==> config.mk <==
export PLATFORM = sky130hd
export DESIGN_NAME = pot_serial_cmd_ctrl
export DESIGN_NICKNAME = d
export VERILOG_FILES = /design/src/pot_pkg.sv /design/src/pot_sync.sv /design/src/pot_serial_cmd_ctrl.sv
export VERILOG_INCLUDE_DIRS = /design/src
export SDC_FILE = /design/constraint.sdc
export NUM_CORES = 1
export LEC_CHECK = 0
export BUFFER_PORTS_ARGS = -buffer_cell sky130_fd_sc_hd__buf_4
export CORE_ASPECT_RATIO = 0.7
export CORE_MARGIN = 2
export CORE_UTILIZATION = 30
export CTS_CLUSTER_SIZE = 16
export DETAILED_ROUTE_END_ITERATION = 10
export PLACE_DENSITY_LB_ADDON = 0.12
export SYNTH_ARGS = -nofsm -noshare
export SYNTH_HDL_FRONTEND = slang
export SYNTH_SLANG_ARGS = --single-unit
export TNS_END_PERCENT = 5
==> constraint.sdc <==
create_clock -name clock_i -period 2.2 [get_ports clock_i]
set_input_delay 0.22 -clock clock_i [delete_from_list [all_inputs] [get_ports clock_i]]
set_output_delay 0.22 -clock clock_i [all_outputs]
set_load 0.1 [all_outputs]
==> src/pot_map.svh <==
// Constants of the potentiometer serial command controller
`ifndef POT_MAP_SVH
`define POT_MAP_SVH

// ==========================================================
// Command bytes, first byte of a frame, top bit first
`define POT_CMD_WR_WIPER 8'h00
`define POT_CMD_WR_NV 8'h10
`define POT_CMD_CP_W2NV 8'h20
`define POT_CMD_CP_NV2W 8'h30
`define POT_CMD_RD_NV 8'h28
`define POT_CMD_RD_WIPER 8'h68

// ==========================================================
// Frame lengths and read sequencing
`define POT_LEN_SHORT 5'h08
`define POT_LEN_LONG 5'h10
`define POT_LEN_SAT 5'h11
`define POT_TX_FIRST 4'h2
`define POT_TX_LAST 4'h9
`define POT_TX_SLEEP 4'hb

// ==========================================================
// Values and timing
`define POT_FACTORY_POS 8'h80
`define POT_CLK_PS 8000
`define POT_PU_US 5
`define POT_PU_CYC ((`POT_PU_US * 1000000 + `POT_CLK_PS - 1) / `POT_CLK_PS)
`define POT_PU_W 10
`define POT_BUSY_MS 20
`define POT_BUSY_CYC ((`POT_BUSY_MS * 1000000) / (`POT_CLK_PS / 1000))
`define POT_BUSY_W 22

`endif

==> src/pot_pkg.sv <==
// Types of the potentiometer serial command controller
`include "pot_map.svh"

package pot_pkg;

  typedef enum logic [1:0] {ST_BOOT, ST_IDLE, ST_RX, ST_TX} pot_state_t;

  typedef struct packed {
    pot_state_t state;
    logic [15:0] shreg;
    logic [4:0] bitcnt;
    logic [7:0] wiper;
    logic [7:0] nv;
    logic busy;
    logic [`POT_BUSY_W-1:0] busycnt;
    logic [`POT_PU_W-1:0] pucnt;
    logic [7:0] txreg;
    logic [3:0] txcnt;
    logic sdo;
    logic oe;
    logic standby;
  } pot_regs_t;

endpackage: pot_pkg

==> src/pot_sync.sv <==
// Two-flop synchroniser with edge detection for the serial pins
module pot_sync #(
  parameter int W = 3,
  parameter logic [W-1:0] INIT = '0
) (
  input wire logic clock_i,
  input wire logic srst_i,
  input wire logic [W-1:0] pins_i,
  output logic [W-1:0] level_o,
  output logic [W-1:0] rise_o,
  output logic [W-1:0] fall_o
);

  logic [W-1:0] meta;
  logic [W-1:0] sync;
  logic [W-1:0] prev;

  // Refused at elaboration, not at run time
  if (W < 1)
  begin : g_bad_width
    $error("pot_sync: W must be at least 1");
  end

  always_ff @(posedge clock_i)
  begin
    if (srst_i)
    begin
      meta <= INIT;
      sync <= INIT;
      prev <= INIT;
    end
    else
    begin
      meta <= pins_i;
      sync <= meta;
      prev <= sync;
    end
  end

  // Edges look only at the second stage onward
  assign level_o = sync;
  assign rise_o = sync & ~prev;
  assign fall_o = ~sync & prev;

endmodule: pot_sync

==> src/pot_serial_cmd_ctrl.sv <==
// Serial command decoder, wiper and non-volatile store of a potentiometer
// Operation
// - Bits captured on serial clock rise, select low
// - Command runs when select rises, input closes
// - Frames not 8 or 16 bits are dropped
// - Writes take 16 bits, command then data
// - Copy and read take 8 or 16 bits
// - Decode the two write command bytes
// - Decode copy and read command bytes
// - Write wiper loads data into wiper
// - Write store leaves wiper untouched
// - Wiper holds one of 256 positions
// - Store copied to wiper 5 us after power-up
// - Store starts at mid-scale
// - Standby when select high, after power-up load and read tail
// - Data pin is input while select low
// - Read data out from second clock rise
// - Store busy for at most 20 ms
// - Wiper-to-store copy only on command
`include "pot_map.svh"

module pot_serial_cmd_ctrl
  import pot_pkg::*;
#(
  parameter int BUSY_CYCLES = `POT_BUSY_CYC
) (
  input wire logic clock_i,
  input wire logic srst_i,
  input wire logic serial_clock_i,
  input wire logic chip_select_n_i,
  input wire logic serial_data_i,
  output logic serial_data_o,
  output logic serial_data_oe_o,
  output logic [7:0] wiper_o,
  output logic [7:0] nv_o,
  output logic busy_o,
  output logic standby_o
);

  if (BUSY_CYCLES < 1 || BUSY_CYCLES >= (1 << `POT_BUSY_W))
  begin : g_bad_busy
    $error("pot_serial_cmd_ctrl: BUSY_CYCLES out of range");
  end

  // ==========================================================
  // Pin synchronisation
  logic [2:0] pin_lvl;
  logic [2:0] pin_rise;
  logic [2:0] pin_fall;
  logic sclk_rise;
  logic cs_rise;
  logic cs_fall;
  logic sdi;

  pot_sync #(
    .W(3),
    .INIT(3'h2)
  ) u_sync (
    .clock_i(clock_i),
    .srst_i(srst_i),
    .pins_i({serial_data_i, chip_select_n_i, serial_clock_i}),
    .level_o(pin_lvl),
    .rise_o(pin_rise),
    .fall_o(pin_fall)
  );

  assign sclk_rise = pin_rise[0];
  assign cs_rise = pin_rise[1];
  assign cs_fall = pin_fall[1];
  assign sdi = pin_lvl[2];

  // ==========================================================
  // Decode helpers
  function automatic logic is_store(input logic [7:0] cmd);
    is_store = (cmd == `POT_CMD_WR_NV) || (cmd == `POT_CMD_CP_W2NV);
  endfunction: is_store

  function automatic logic [7:0] frame_cmd(input logic [15:0] sh,
                                           input logic [4:0] cnt);
    // Long frames carry the command in the first byte
    frame_cmd = (cnt == `POT_LEN_LONG) ? sh[15:8] : sh[7:0];
  endfunction: frame_cmd

  // ==========================================================
  // State
  pot_regs_t r;
  pot_regs_t n;

  always_comb
  begin
    logic [7:0] cmd;
    logic len8;
    logic len16;
    logic [3:0] tnext;
    cmd = frame_cmd(r.shreg, r.bitcnt);
    len8 = (r.bitcnt == `POT_LEN_SHORT);
    len16 = (r.bitcnt == `POT_LEN_LONG);
    tnext = r.txcnt + 4'h1;
    n = r;

    // Store timer runs independently of the link
    if (r.busy)
    begin
      if (r.busycnt <= `POT_BUSY_W'(1))
        n.busy = 1'b0;
      n.busycnt = r.busycnt - `POT_BUSY_W'(1);
    end

    case (r.state)
      ST_BOOT:
      begin
        n.pucnt = r.pucnt + `POT_PU_W'(1);
        if (r.pucnt == `POT_PU_W'(`POT_PU_CYC - 1))
        begin
          n.wiper = r.nv;
          n.state = ST_IDLE;
        end
      end
      ST_IDLE:
      begin
        if (cs_fall)
        begin
          n.state = ST_RX;
          n.shreg = 16'h0000;
          n.bitcnt = 5'h00;
          n.oe = 1'b0;
        end
      end
      ST_RX:
      begin
        if (cs_rise)
        begin
          // Input closes here; a wrong length runs nothing
          n.state = ST_IDLE;
          if (len16 && cmd == `POT_CMD_WR_WIPER)
            n.wiper = r.shreg[7:0];
          else if (len16 && cmd == `POT_CMD_WR_NV && !r.busy)
          begin
            n.nv = r.shreg[7:0];
            n.busy = 1'b1;
            n.busycnt = `POT_BUSY_W'(BUSY_CYCLES);
          end
          else if ((len8 || len16) && cmd == `POT_CMD_CP_W2NV && !r.busy)
          begin
            n.nv = r.wiper;
            n.busy = 1'b1;
            n.busycnt = `POT_BUSY_W'(BUSY_CYCLES);
          end
          else if ((len8 || len16) && cmd == `POT_CMD_CP_NV2W)
            n.wiper = r.nv;
          else if ((len8 || len16) && (cmd == `POT_CMD_RD_NV ||
                   cmd == `POT_CMD_RD_WIPER))
          begin
            n.state = ST_TX;
            n.txreg = (cmd == `POT_CMD_RD_NV) ? r.nv : r.wiper;
            n.txcnt = 4'h0;
            n.sdo = 1'b0;
            n.oe = 1'b1;
          end
        end
        else if (sclk_rise)
        begin
          n.shreg = {r.shreg[14:0], sdi};
          if (r.bitcnt != `POT_LEN_SAT)
            n.bitcnt = r.bitcnt + 5'h01;
        end
      end
      ST_TX:
      begin
        if (cs_fall)
        begin
          n.state = ST_RX;
          n.shreg = 16'h0000;
          n.bitcnt = 5'h00;
          n.oe = 1'b0;
        end
        else if (sclk_rise && r.txcnt != `POT_TX_SLEEP)
        begin
          n.txcnt = tnext;
          if (tnext >= `POT_TX_FIRST && tnext <= `POT_TX_LAST)
          begin
            n.sdo = r.txreg[7];
            n.txreg = {r.txreg[6:0], 1'b0};
          end
        end
      end
      default: n.state = ST_IDLE;
    endcase

    n.standby = (n.state == ST_IDLE) ||
                (n.state == ST_TX && n.txcnt == `POT_TX_SLEEP);
  end

  always_ff @(posedge clock_i)
  begin
    if (srst_i)
    begin
      r <= '0;
      r.state <= ST_BOOT;
      r.nv <= `POT_FACTORY_POS;
    end
    else
      r <= n;
  end

  assign serial_data_o = r.sdo;
  assign serial_data_oe_o = r.oe;
  assign wiper_o = r.wiper;
  assign nv_o = r.nv;
  assign busy_o = r.busy;
  assign standby_o = r.standby;

  logic exec_ok;
  assign exec_ok = (r.state == ST_RX) && cs_rise;
endmodule: pot_serial_cmd_ctrl

# [Word level (Yosys, flattened, before mapping)]
# Cells that the tools add are included.
# W data, S select, Z words.
[op_classes] n_addsub=4 multipliers=0 div=0 magnitude_cmp=3 eq_ne=33 n_shift=0 muxes=41 bitwise_logic=5 reduce_logical=27
[ops] op="$mux W31" count=3
[ops] op="$mux W14" count=6
[ops] op="$mux W23" count=3
[ops] op="$mux W8" count=8
[ops] op="$mux W21" count=2
[ops] op="$pmux W21 S2" count=1
[ops] op="$mux W39" count=1
[ops] op="$mux W13" count=2
[ops] op="$ne A2 B2 Y1 const B" count=13
[ops] op="$pmux W13 S2" count=1
[ops] op="$eq A8 B6 Y1 const B" count=3
[ops] op="$le A22 B1 Y1 const B" count=1
[ops] op="$sub A22 B1 Y22 const B" count=1
[ops] op="$pmux W8 S2" count=1
[ops] op="$mux W2" count=7
[ops] op="$add A10 B1 Y10 const B" count=1
[ops] op="$eq A10 B10 Y1 const B" count=1
[ops] op="$logic_and A1 B1 Y1" count=10
[ops] op="$reduce_and A10 Y1" count=1
[ops] op="$ne A3 B3 Y1 const B" count=3
[ops] op="$eq A8 B5 Y1 const B" count=1
[ops] op="$eq A8 B7 Y1 const B" count=1
[ops] op="$logic_not A8 Y1" count=1
[ops] op="$reduce_and A4 Y1" count=2
[ops] op="other kinds (27)" count=39
[word_totals] register_bits=95 latch_bits=0 ramBits=0 romBits=0 in_bits=5 wordCells=129 memories=0

# [Logic depth before layout (Yosys ltp)]
# Gate-level depths: netlist of run 1.
[logic_depth] word_depth=15 depth_mapped=9 mapped_depth_nobuf=8

# [By module]
# Synthesis of run 1 repeated with hierarchy kept, for this count alone.
[unflattened] hier_cells=554 area_unflattened_um2=4807.1
[by_module_without_submodules] mod="pot_serial_cmd_ctrl" n_inst=1 cells_each=530 area_each_um2=4533.1 seq_area_each_um2=1741.7
[by_module_without_submodules] mod="pot_sync" n_inst=1 cells_each=24 area_each_um2=274.0 seq_area_each_um2=180.2

# [Worst setup path before layout of run 1]
# OpenSTA, ideal clock, no wires.
[synth_timing] path_kind="register to register" start="register r (netlist bit busy_o)" end="register r[44] (netlist name)" arrival_time_ns=2.565 path_slack_ns=-0.480 stages_incl_launch_ff=8 path_cell_list="dfxtp_1 > buf_2 > inv_1 > or4_1 > nor2_1 > nor4bb_1 > xnor2_1 > nor2_1"
[synth_via] elab_chain_len=7 elab_cells_between_ends=9 cone_classes="mux (6); reduce/logical (3)"
[synth_lines] element="start: declaration" line="pot_serial_cmd_ctrl.sv:86" text="pot_regs_t r;"
[synth_lines] element="start signal: assignment" line="pot_serial_cmd_ctrl.sv:203" text="r <= n;"
[synth_lines] element="$logic_not A1 Y1" line="pot_serial_cmd_ctrl.sv:137, pot_serial_cmd_ctrl.sv:143"
[synth_lines] element="$logic_and A1 B1 Y1" line="pot_serial_cmd_ctrl.sv:143" text="else if ((len8 || len16) && cmd == `POT_CMD_CP_W2NV && !r.busy)"
[synth_lines] element="$mux W31" line="pot_serial_cmd_ctrl.sv:143"
[synth_lines] element="$mux W31" line="pot_serial_cmd_ctrl.sv:137" text="else if (len16 && cmd == `POT_CMD_WR_NV && !r.busy)"
[synth_lines] element="$mux W31" line="pot_serial_cmd_ctrl.sv:135" text="if (len16 && cmd == `POT_CMD_WR_WIPER)"
[synth_lines] element="$mux W39" line="pot_serial_cmd_ctrl.sv:131" text="if (cs_rise)"
[synth_lines] element="$mux W23 *" line="pot_serial_cmd_ctrl.sv:109" text="case (r.state)"
# Every way passes the cells marked *; elsewhere a longest branch is shown, timed or not. The select of a mux whose other input is x is not followed.
# A chain may end at the register's enable or synchronous reset.

# [Worst setup path in the final report of run 1]
[layout_timing] start="register r[84] (netlist name)" end="register r (netlist bit nv_o[2])"
[layout_via] elab_chain_len=6 elab_cells_between_ends=13 cone_classes="eq/ne (2); mux (2); bitwise (1); reduce/logical (8)"
[layout_lines] element="$mux W8 *" line="pot_serial_cmd_ctrl.sv:81" text="frame_cmd = (cnt == `POT_LEN_LONG) ? sh[15:8] : sh[7:0];"
[layout_lines] element="$eq A8 B5 Y1 (no source line) or $eq A8 B6 Y1 (tied branches)"
[layout_lines] element="$logic_and A1 B1 Y1 (no source line)"
[layout_lines] element="$logic_and A1 B1 Y1 (on tied branches)" line="pot_serial_cmd_ctrl.sv:137, pot_serial_cmd_ctrl.sv:143"
[layout_lines] element="$reduce_bool A2 Y1 (no source line)"
[layout_lines] element="$reduce_and A4 Y1 (no source line)"
# Every way passes the cells marked *; elsewhere a longest branch is shown, timed or not.

==> metrics.log, run 1 <==
INFO  metric cts_buf_count = 9
INFO  metric cts_max_path_buffers = 2
INFO  metric synth_area_per_cell = approximately 8.6 sq um
INFO  metric worst-endpoint-arrival = about 2.5 ns
INFO  metric seq_area = about 1900 sq um
INFO  metric count_of_pins_on_the_block_boundary = 25
INFO  metric outcome = complete, but fails checks
INFO  metric floorplan.die.width = 153 um
INFO  metric min_period_over_period = 101%
INFO  metric fp.dieH = roughly 110 um
INFO  metric final_wirelength = 11800 um
INFO  metric ctsHtreeMaxLevel = 3
INFO  metric yosysWarnings = 0
INFO  metric yosys_most_used_dff = dfxtp_1
INFO  metric layout.filler_cells = 1556
INFO  metric finalHoldViolations = 0
INFO  metric layout_min_cycle_time = between 2 and 2.5 ns
INFO  metric skew = 0.0117 ns
INFO  metric antenna_found_initial = 0
INFO  metric stdcell_count = 789
INFO  metric fmaxAchievable = 450 MHz
INFO  metric worst_path_required_time = 2.43 ns
INFO  metric area_of_combinational_cells_with_multiple_inputs = 2570 sq um
INFO  metric finalSetupViolCount = 14
INFO  metric worst-path-max-fanout = 8
INFO  metric critPathCaptureType = flop
INFO  metric timing.critical_path.from = r[84]
INFO  metric numPlacedInstances = 770
INFO  metric route.vias.total = 3838
INFO  metric timing_worst_slew_pin_value = between 0.5 and 0.6 ns
INFO  metric hpwlAfterDp = 8430 um
INFO  metric start_util = 30.4%
INFO  metric sequential_fraction_of_the_synthesis_area = 40.8%
INFO  metric hold_path_startpoint = chip_select_n_i
INFO  metric fin_worst_hold_slack = between 0.06 and 0.07 ns
INFO  metric synth-edff-count = 0
INFO  metric cts.clk_slew.worst_paths = 0.06 ns
INFO  metric syn_nets = 556
INFO  metric port_buffers = 24
INFO  metric power-per-cell-area = around 590 nW/um^2
INFO  metric drt_drc_violations_left = 0
INFO  metric core.rowCount = 38
INFO  metric maximum_number_of_pins_on_one_net_before_global_route_repair = 36
INFO  metric grt_setup_unrepaired = yes
INFO  metric inserted_diodes = 0
INFO  metric clock-sinks = 95
INFO  metric synth.cell_area = 4670 sq um
INFO  metric cellInternalPower = 0.00264 W
INFO  metric worst_setup_path_type = reg2reg
INFO  metric clkLatencyLatePin = 0.35 ns
INFO  metric dp_worst_setup_slack = -0.0550 ns
INFO  metric clock_tree.root_cell = clkbuf_16
INFO  metric grtUsageTotal = 14.4%
INFO  metric relSlewSlack = about three fifths
INFO  metric drive_above_1_share = 22.6%
INFO  metric first_global_vias = 3581
INFO  metric postSynthRegisterBits = 95
INFO  metric nets = 599
INFO  metric layout_commonest_cell = dfxtp_1
INFO  metric power_frac_seq = 51.6%
INFO  metric failed_checks = negative setup slack
INFO  metric min-delay-path-class = in2reg
INFO  metric finalSetupTns = -0.117 ns
INFO  metric distinct_cell_type_count_of_the_synthesized_netlist = 62
INFO  metric cts_tree = yes
INFO  metric core = 15400 sq um
INFO  metric combPwrFrac = between 2 and 2.5%
INFO  metric grt_overflow = 0
INFO  metric leakage_dissipation = 2.14 nW
INFO  metric totalPowerFinal = 0.00336 W
INFO  metric area_growth_syn_to_layout = 22.7%
INFO  metric drv.max_cap_violation_count = 0
INFO  metric detail_route.vias_per_cell = 4.86
INFO  metric drt_iter0_drc = 177
INFO  metric report.final.slew_viol_count = 0
INFO  metric routedWlPerCell = about 15 um
INFO  metric final_cell_mix = dfxtp_1 (93), buf_4 (69), nor2_1 (58)
INFO  metric setup_ws = -0.0206 ns
INFO  metric ys_async_sr_fraction = 0%
INFO  metric power.share.switching = 21.5%
INFO  metric power.switching = about 0.0007 W
INFO  metric reg_to_reg_startpoint = r[84]
INFO  metric cp-start-kind = flop
INFO  metric cts.hold.buffers_added = 0
INFO  metric place.gp.congestion = 0.784
INFO  metric ir_worst_vdd = approximately 0.00033 V
INFO  metric synth_cells = roughly 540
INFO  metric first_pass_iters = 4
INFO  metric clkPwrFrac = 46.2%
INFO  metric route.antenna.remaining_nets = 0
INFO  metric grt_pass1_wl = 18900 um
INFO  metric die-area = 16600 sq um
path summary, 6_finish.rpt:
kind	cells past startpoint	slack [ns]	end
setup / recovery	8	-0.02	nv_o[2]
hold / removal	2	0.06	u_sync.meta[1]
setup reg to reg	8	-0.02	nv_o[2]
hold reg to reg	1	0.41	u_sync.level_o[1]
per-layer routing:
metal | global-route usage, % | up-vias | part of all wire (%)
li1 | - | 1962 | -
met1 | 21.5 | 1804 | 54
met2 | 20.4 | 63 | 42
met3 | 3.53 | 9 | 3.4
met4 | 3.97 | 0 | 0.95
met5 | 0 | - | 0
power groups by stage:
stage	clock network [W]	registers (W)	logic, W
3_3_place_gp	0	0.00178	0.0000741
4_1_cts	0.00161	0.00174	0.0000747
5_1_grt	0.00167	0.00174	0.0000830
2_1_floorplan	0	0.00177	0.0000483
3_5_place_dp	0	0.00178	0.0000746
6_report	0.00155	0.00174	0.0000734
worst max-delay path: stages (launching register included):
cell	delay, ns
dfxtp_2	0.32
or4_4	0.58
nor4_4	0.28
buf_4	0.21
nand2b_4	0.07
nor4b_4	0.27
buf_6	0.17
a21oi_1	0.07
o221a_2	0.14
metrics by stage:
step / utilization (%) / cell area, sq um
floorplan: - / 4670
global placement: 34.3 / 5270
detailed placement: 34.3 / 5270
CTS: 36.2 / 5570
global route: 37.3 / 5720
finish: 37.3 / 5720
flip-flops by register name, indices dropped and copies added (netlist names):
signal            cells
r                    67
nv_o                  8
wiper_o               8
u_sync.level_o        3
u_sync.meta           3
u_sync.prev           2
busy_o                1
serial_data_o         1
serial_data_oe_o      1
standby_o             1
timing repair:
action / CTS / global route
setup buffers: 0 / 2
pin swaps: 0 / 7
setup endpoints to repair: 12 / 46
cloned: 0 / 1
resized for setup: 3 / 28
logic make-up after synthesis:
kind of cell / after synthesis / share of synthesized area [%]
DFF: 95 / 40.8
xor gates and xnor gates: 35 / 6.57
buffers and inverters: 65 / 6.84
muxes: 19 / 4.18
adders and majority gates: 10 / 2.68
AOI/OAI and AO/OA: 99 / 14.6
and+or+nand+nor: 218 / 24.4
cell usage after synthesis, types with 4 or more instances:
cell type	instances	area [sq um]
buf_4	17	128
dfxtp_1	95	1900
a211oi_1	10	75.1
inv_1	22	82.6
o21ai_0	11	55.1
nor4_1	12	75.1
nor3_1	12	60.1
or2_2	4	25.0
a22oi_1	8	60.1
nor2b_1	13	81.3
mux2i_1	17	170
ha_1	10	125
nand2_1	48	180
nor2_1	58	218
clkbuf_1	19	71.3
xnor2_1	20	175
nand3_1	23	115
a21oi_1	42	210
xor2_1	15	131
or3_1	4	25.0
nand2b_1	10	62.6
o221a_2	7	78.8
nand3b_1	6	45.0
nand4_1	5	31.3
final cells by class:
class                      instances  area share [%]
sequential                        95            33.3
clock buffer                      11            4.07
clock inverter                     5            1.01
timing repair buffer              75            10.9
inverter                          22            1.44
multi-input combinational        381            44.9
tap                              200            4.37
Note: power is estimated with default switching activity, not from simulation.
==> run 2: changes to the inputs <==
==> constraint.sdc (replaced) <==
create_clock -name clock_i -period 2.2 [get_ports clock_i]
set_input_delay 0.44 -clock clock_i [delete_from_list [all_inputs] [get_ports clock_i]]
set_output_delay 0.44 -clock clock_i [all_outputs]
set_load 0.1 [all_outputs]
==> metrics.log, run 2 (synthesis results as in run 1) <==
INFO  metric ir_worst_vdd = 0.000332 V (-0.28%)
INFO  metric die-area = 16600 sq um (unchanged)
INFO  metric critical_path.max_stage_delay = 0.57 ns (about the same)
INFO  metric final_wirelength = 11800 um (about the same)
INFO  metric timing.critical_path.from = r[84]
INFO  metric first_global_vias = 3634 (+1.5%)
INFO  metric routedWlPerCell = 15.0 um (+0.19%)
INFO  metric grtUsageTotal = 14.7% (+0.28 points)
INFO  metric drt_iter0_drc = 232 (+31%)
INFO  metric route.antenna.remaining_nets = 0 (unchanged)
INFO  metric relSlewSlack = 57.5% (-2.4 points)
INFO  metric drv.max_cap_violation_count = 0 (unchanged)
INFO  metric layout_min_cycle_time = 2.23 ns (+0.00774 ns)
INFO  metric worst-path-max-fanout = 8 (unchanged)
INFO  metric reg_to_reg_startpoint = r[84]
INFO  metric skew = 0.0125 ns (+0.000801 ns)
INFO  metric outcome = complete, but fails checks
INFO  metric grt_setup_unrepaired = yes
INFO  metric setup_ws = -0.0284 ns (-0.00774 ns)
INFO  metric worst_path_required_time = 2.44 ns (about the same)
INFO  metric finalSetupViolCount = 8 (-6)
INFO  metric worstPathCellList = or4_4 > nor4_4 > buf_4 > nand2b_4 > nor4b_4 > buf_6 > a21oi_1 > o221a_2
INFO  metric timing_worst_slew_pin_value = 0.636 ns (+0.0362 ns)
INFO  metric min_period_over_period = 101% (+0.35 points)
INFO  metric maximum_number_of_pins_on_one_net_before_global_route_repair = 35 (-2.8%)
INFO  metric critPathCaptureType = flop
INFO  metric largest_register_ffs = 67 (unchanged)
INFO  metric finalSetupTns = -0.115 ns (+0.00205 ns)
INFO  metric final_cell_mix = dfxtp_1 (93), buf_4 (69), nor2_1 (58)
INFO  metric drt_drc_violations_left = 0 (unchanged)
INFO  metric finalHoldViolations = 0 (unchanged)
INFO  metric critPathSlowestCell = or4_4
INFO  metric layout_commonest_cell = dfxtp_1
INFO  metric antenna_found_initial = 0 (unchanged)
INFO  metric area_growth_syn_to_layout = 21.6%
INFO  metric grt_pass1_wl = 19300 um (+1.7%)
INFO  metric cts_buf_count = 9 (unchanged)
INFO  metric leakage_dissipation = 2.12 nW (-0.78%)
INFO  metric dp_worst_setup_slack = -0.0506 ns (+0.00442 ns)
INFO  metric grt_overflow = 0 (unchanged)
INFO  metric core = 15400 sq um (unchanged)
INFO  metric top_register_by_number_of_flip_flops = r
INFO  metric place.gp.congestion = 0.801 (+2.2%)
INFO  metric drive_above_1_share = 22.7% (+0.077 points)
INFO  metric nets = 597 (-0.33%)
INFO  metric cts_max_path_buffers = 2 (unchanged)
INFO  metric clock-sinks = 95 (unchanged)
INFO  metric count_of_pins_on_the_block_boundary = 25 (unchanged)
INFO  metric critPathBufInv = 2 (unchanged)
INFO  metric fmaxAchievable = 449 MHz (-0.35%)
INFO  metric failed_checks = negative setup slack
INFO  metric port_buffers = 24 (unchanged)
INFO  metric core.rowCount = 38 (unchanged)
INFO  metric hpwlAfterDp = 8440 um (+0.13%)
INFO  metric fp.dieH = 108 um (unchanged)
INFO  metric floorplan.die.width = 153 um (unchanged)
INFO  metric first_pass_iters = 4 (unchanged)
INFO  metric min-delay-path-class = in2reg
INFO  metric stdcell_count = 787 (-0.25%)
INFO  metric worst_setup_path_type = reg2reg
INFO  metric clock_tree.root_cell = clkbuf_16
INFO  metric start_util = 30.4% (unchanged)
INFO  metric report.final.slew_viol_count = 0 (unchanged)
INFO  metric power-per-cell-area = 591 nW/um^2 (+0.65%)
INFO  metric inserted_diodes = 0 (unchanged)
INFO  metric cp-start-kind = flop
INFO  metric worst-endpoint-arrival = 2.47 ns (+0.02 ns)
INFO  metric ctsHtreeMaxLevel = 3 (unchanged)
INFO  metric crit_family = simple AND/OR/NAND/NOR gates
INFO  metric hold_path_startpoint = chip_select_n_i
INFO  metric numPlacedInstances = 769 (-0.13%)
INFO  metric detail_route.vias_per_cell = 4.82 (-0.95%)
INFO  metric clkLatencyLatePin = 0.35 ns (about the same)
INFO  metric cts.clk_slew.worst_paths = 0.07 ns (about the same)
INFO  metric route.vias.total = 3792 (-1.2%)
INFO  metric cts_tree = yes
[run 2: final timing paths]
kind	slack, ns	depth (start not counted)	end
min reg2reg	0.41	1	u_sync.level_o[1]
min	0.28	2	u_sync.meta[1]
max	-0.03	8	nv_o[1]
max reg2reg	-0.03	8	nv_o[1]
[run 2: worst register-to-register path, cell delays in order (launching register included)]
cell	delay, ns
dfxtp_2	0.32
or4_4	0.57
nor4_4	0.28
buf_4	0.21
nand2b_4	0.07
nor4b_4	0.30
buf_6	0.18
a21oi_1	0.08
o221a_2	0.13
[run 2: routing by layer]
metal	vias up	GRT usage, %	share of wire, %
li1	1947	-	-
met1	1791	21.9	56
met2	44	20.9	40
met3	10	3.13	2.9
met4	0	4.63	1.2
met5	-	0	0
[run 2: per-stage QoR]
stage | power, W | instance area, sq um | hold WS (ns) | utilization [%]
6_report | 0.00335 | 5670 | 0.277 | 36.9
5_1_grt | 0.00349 | 5670 | 0.273 | 36.9
4_1_cts | 0.00341 | 5560 | 0.262 | 36.2
3_5_place_dp | 0.00185 | 5270 | 0.394 | 34.3
3_3_place_gp | 0.00185 | 5270 | 0.394 | 34.3
2_1_floorplan | 0.00182 | 4670 | 0.389 | -
[run 2: what timing repair did]
| item | 4_1_cts | 5_1_grt |
|---|---|---|
| pin swaps | 0 | 6 |
| hold buffers | 0 | 0 |
| setup endpoints to repair | 14 | 28 |
| resized for setup | 2 | 20 |
| setup buffers | 0 | 2 |
[run 2: cell type report]
| cell class | count | area [sq um] |
|---|---|---|
| flip-flops and latches | 95 | 1910 |
| fillers | 1581 | 9680 |
| inverters | 22 | 82.6 |
| well taps | 200 | 250 |
| repair buffers | 73 | 589 |
| clock inverters | 3 | 25.0 |
| clock buffers | 13 | 270 |
| multi-input cells | 381 | 2550 |
[run 2: where the power goes]
group          total (W)  internal [W]  switching (W)
Sequential       0.00174       0.00173     0.00000729
Clock            0.00154      0.000866       0.000676
Combinational  0.0000770     0.0000290      0.0000480
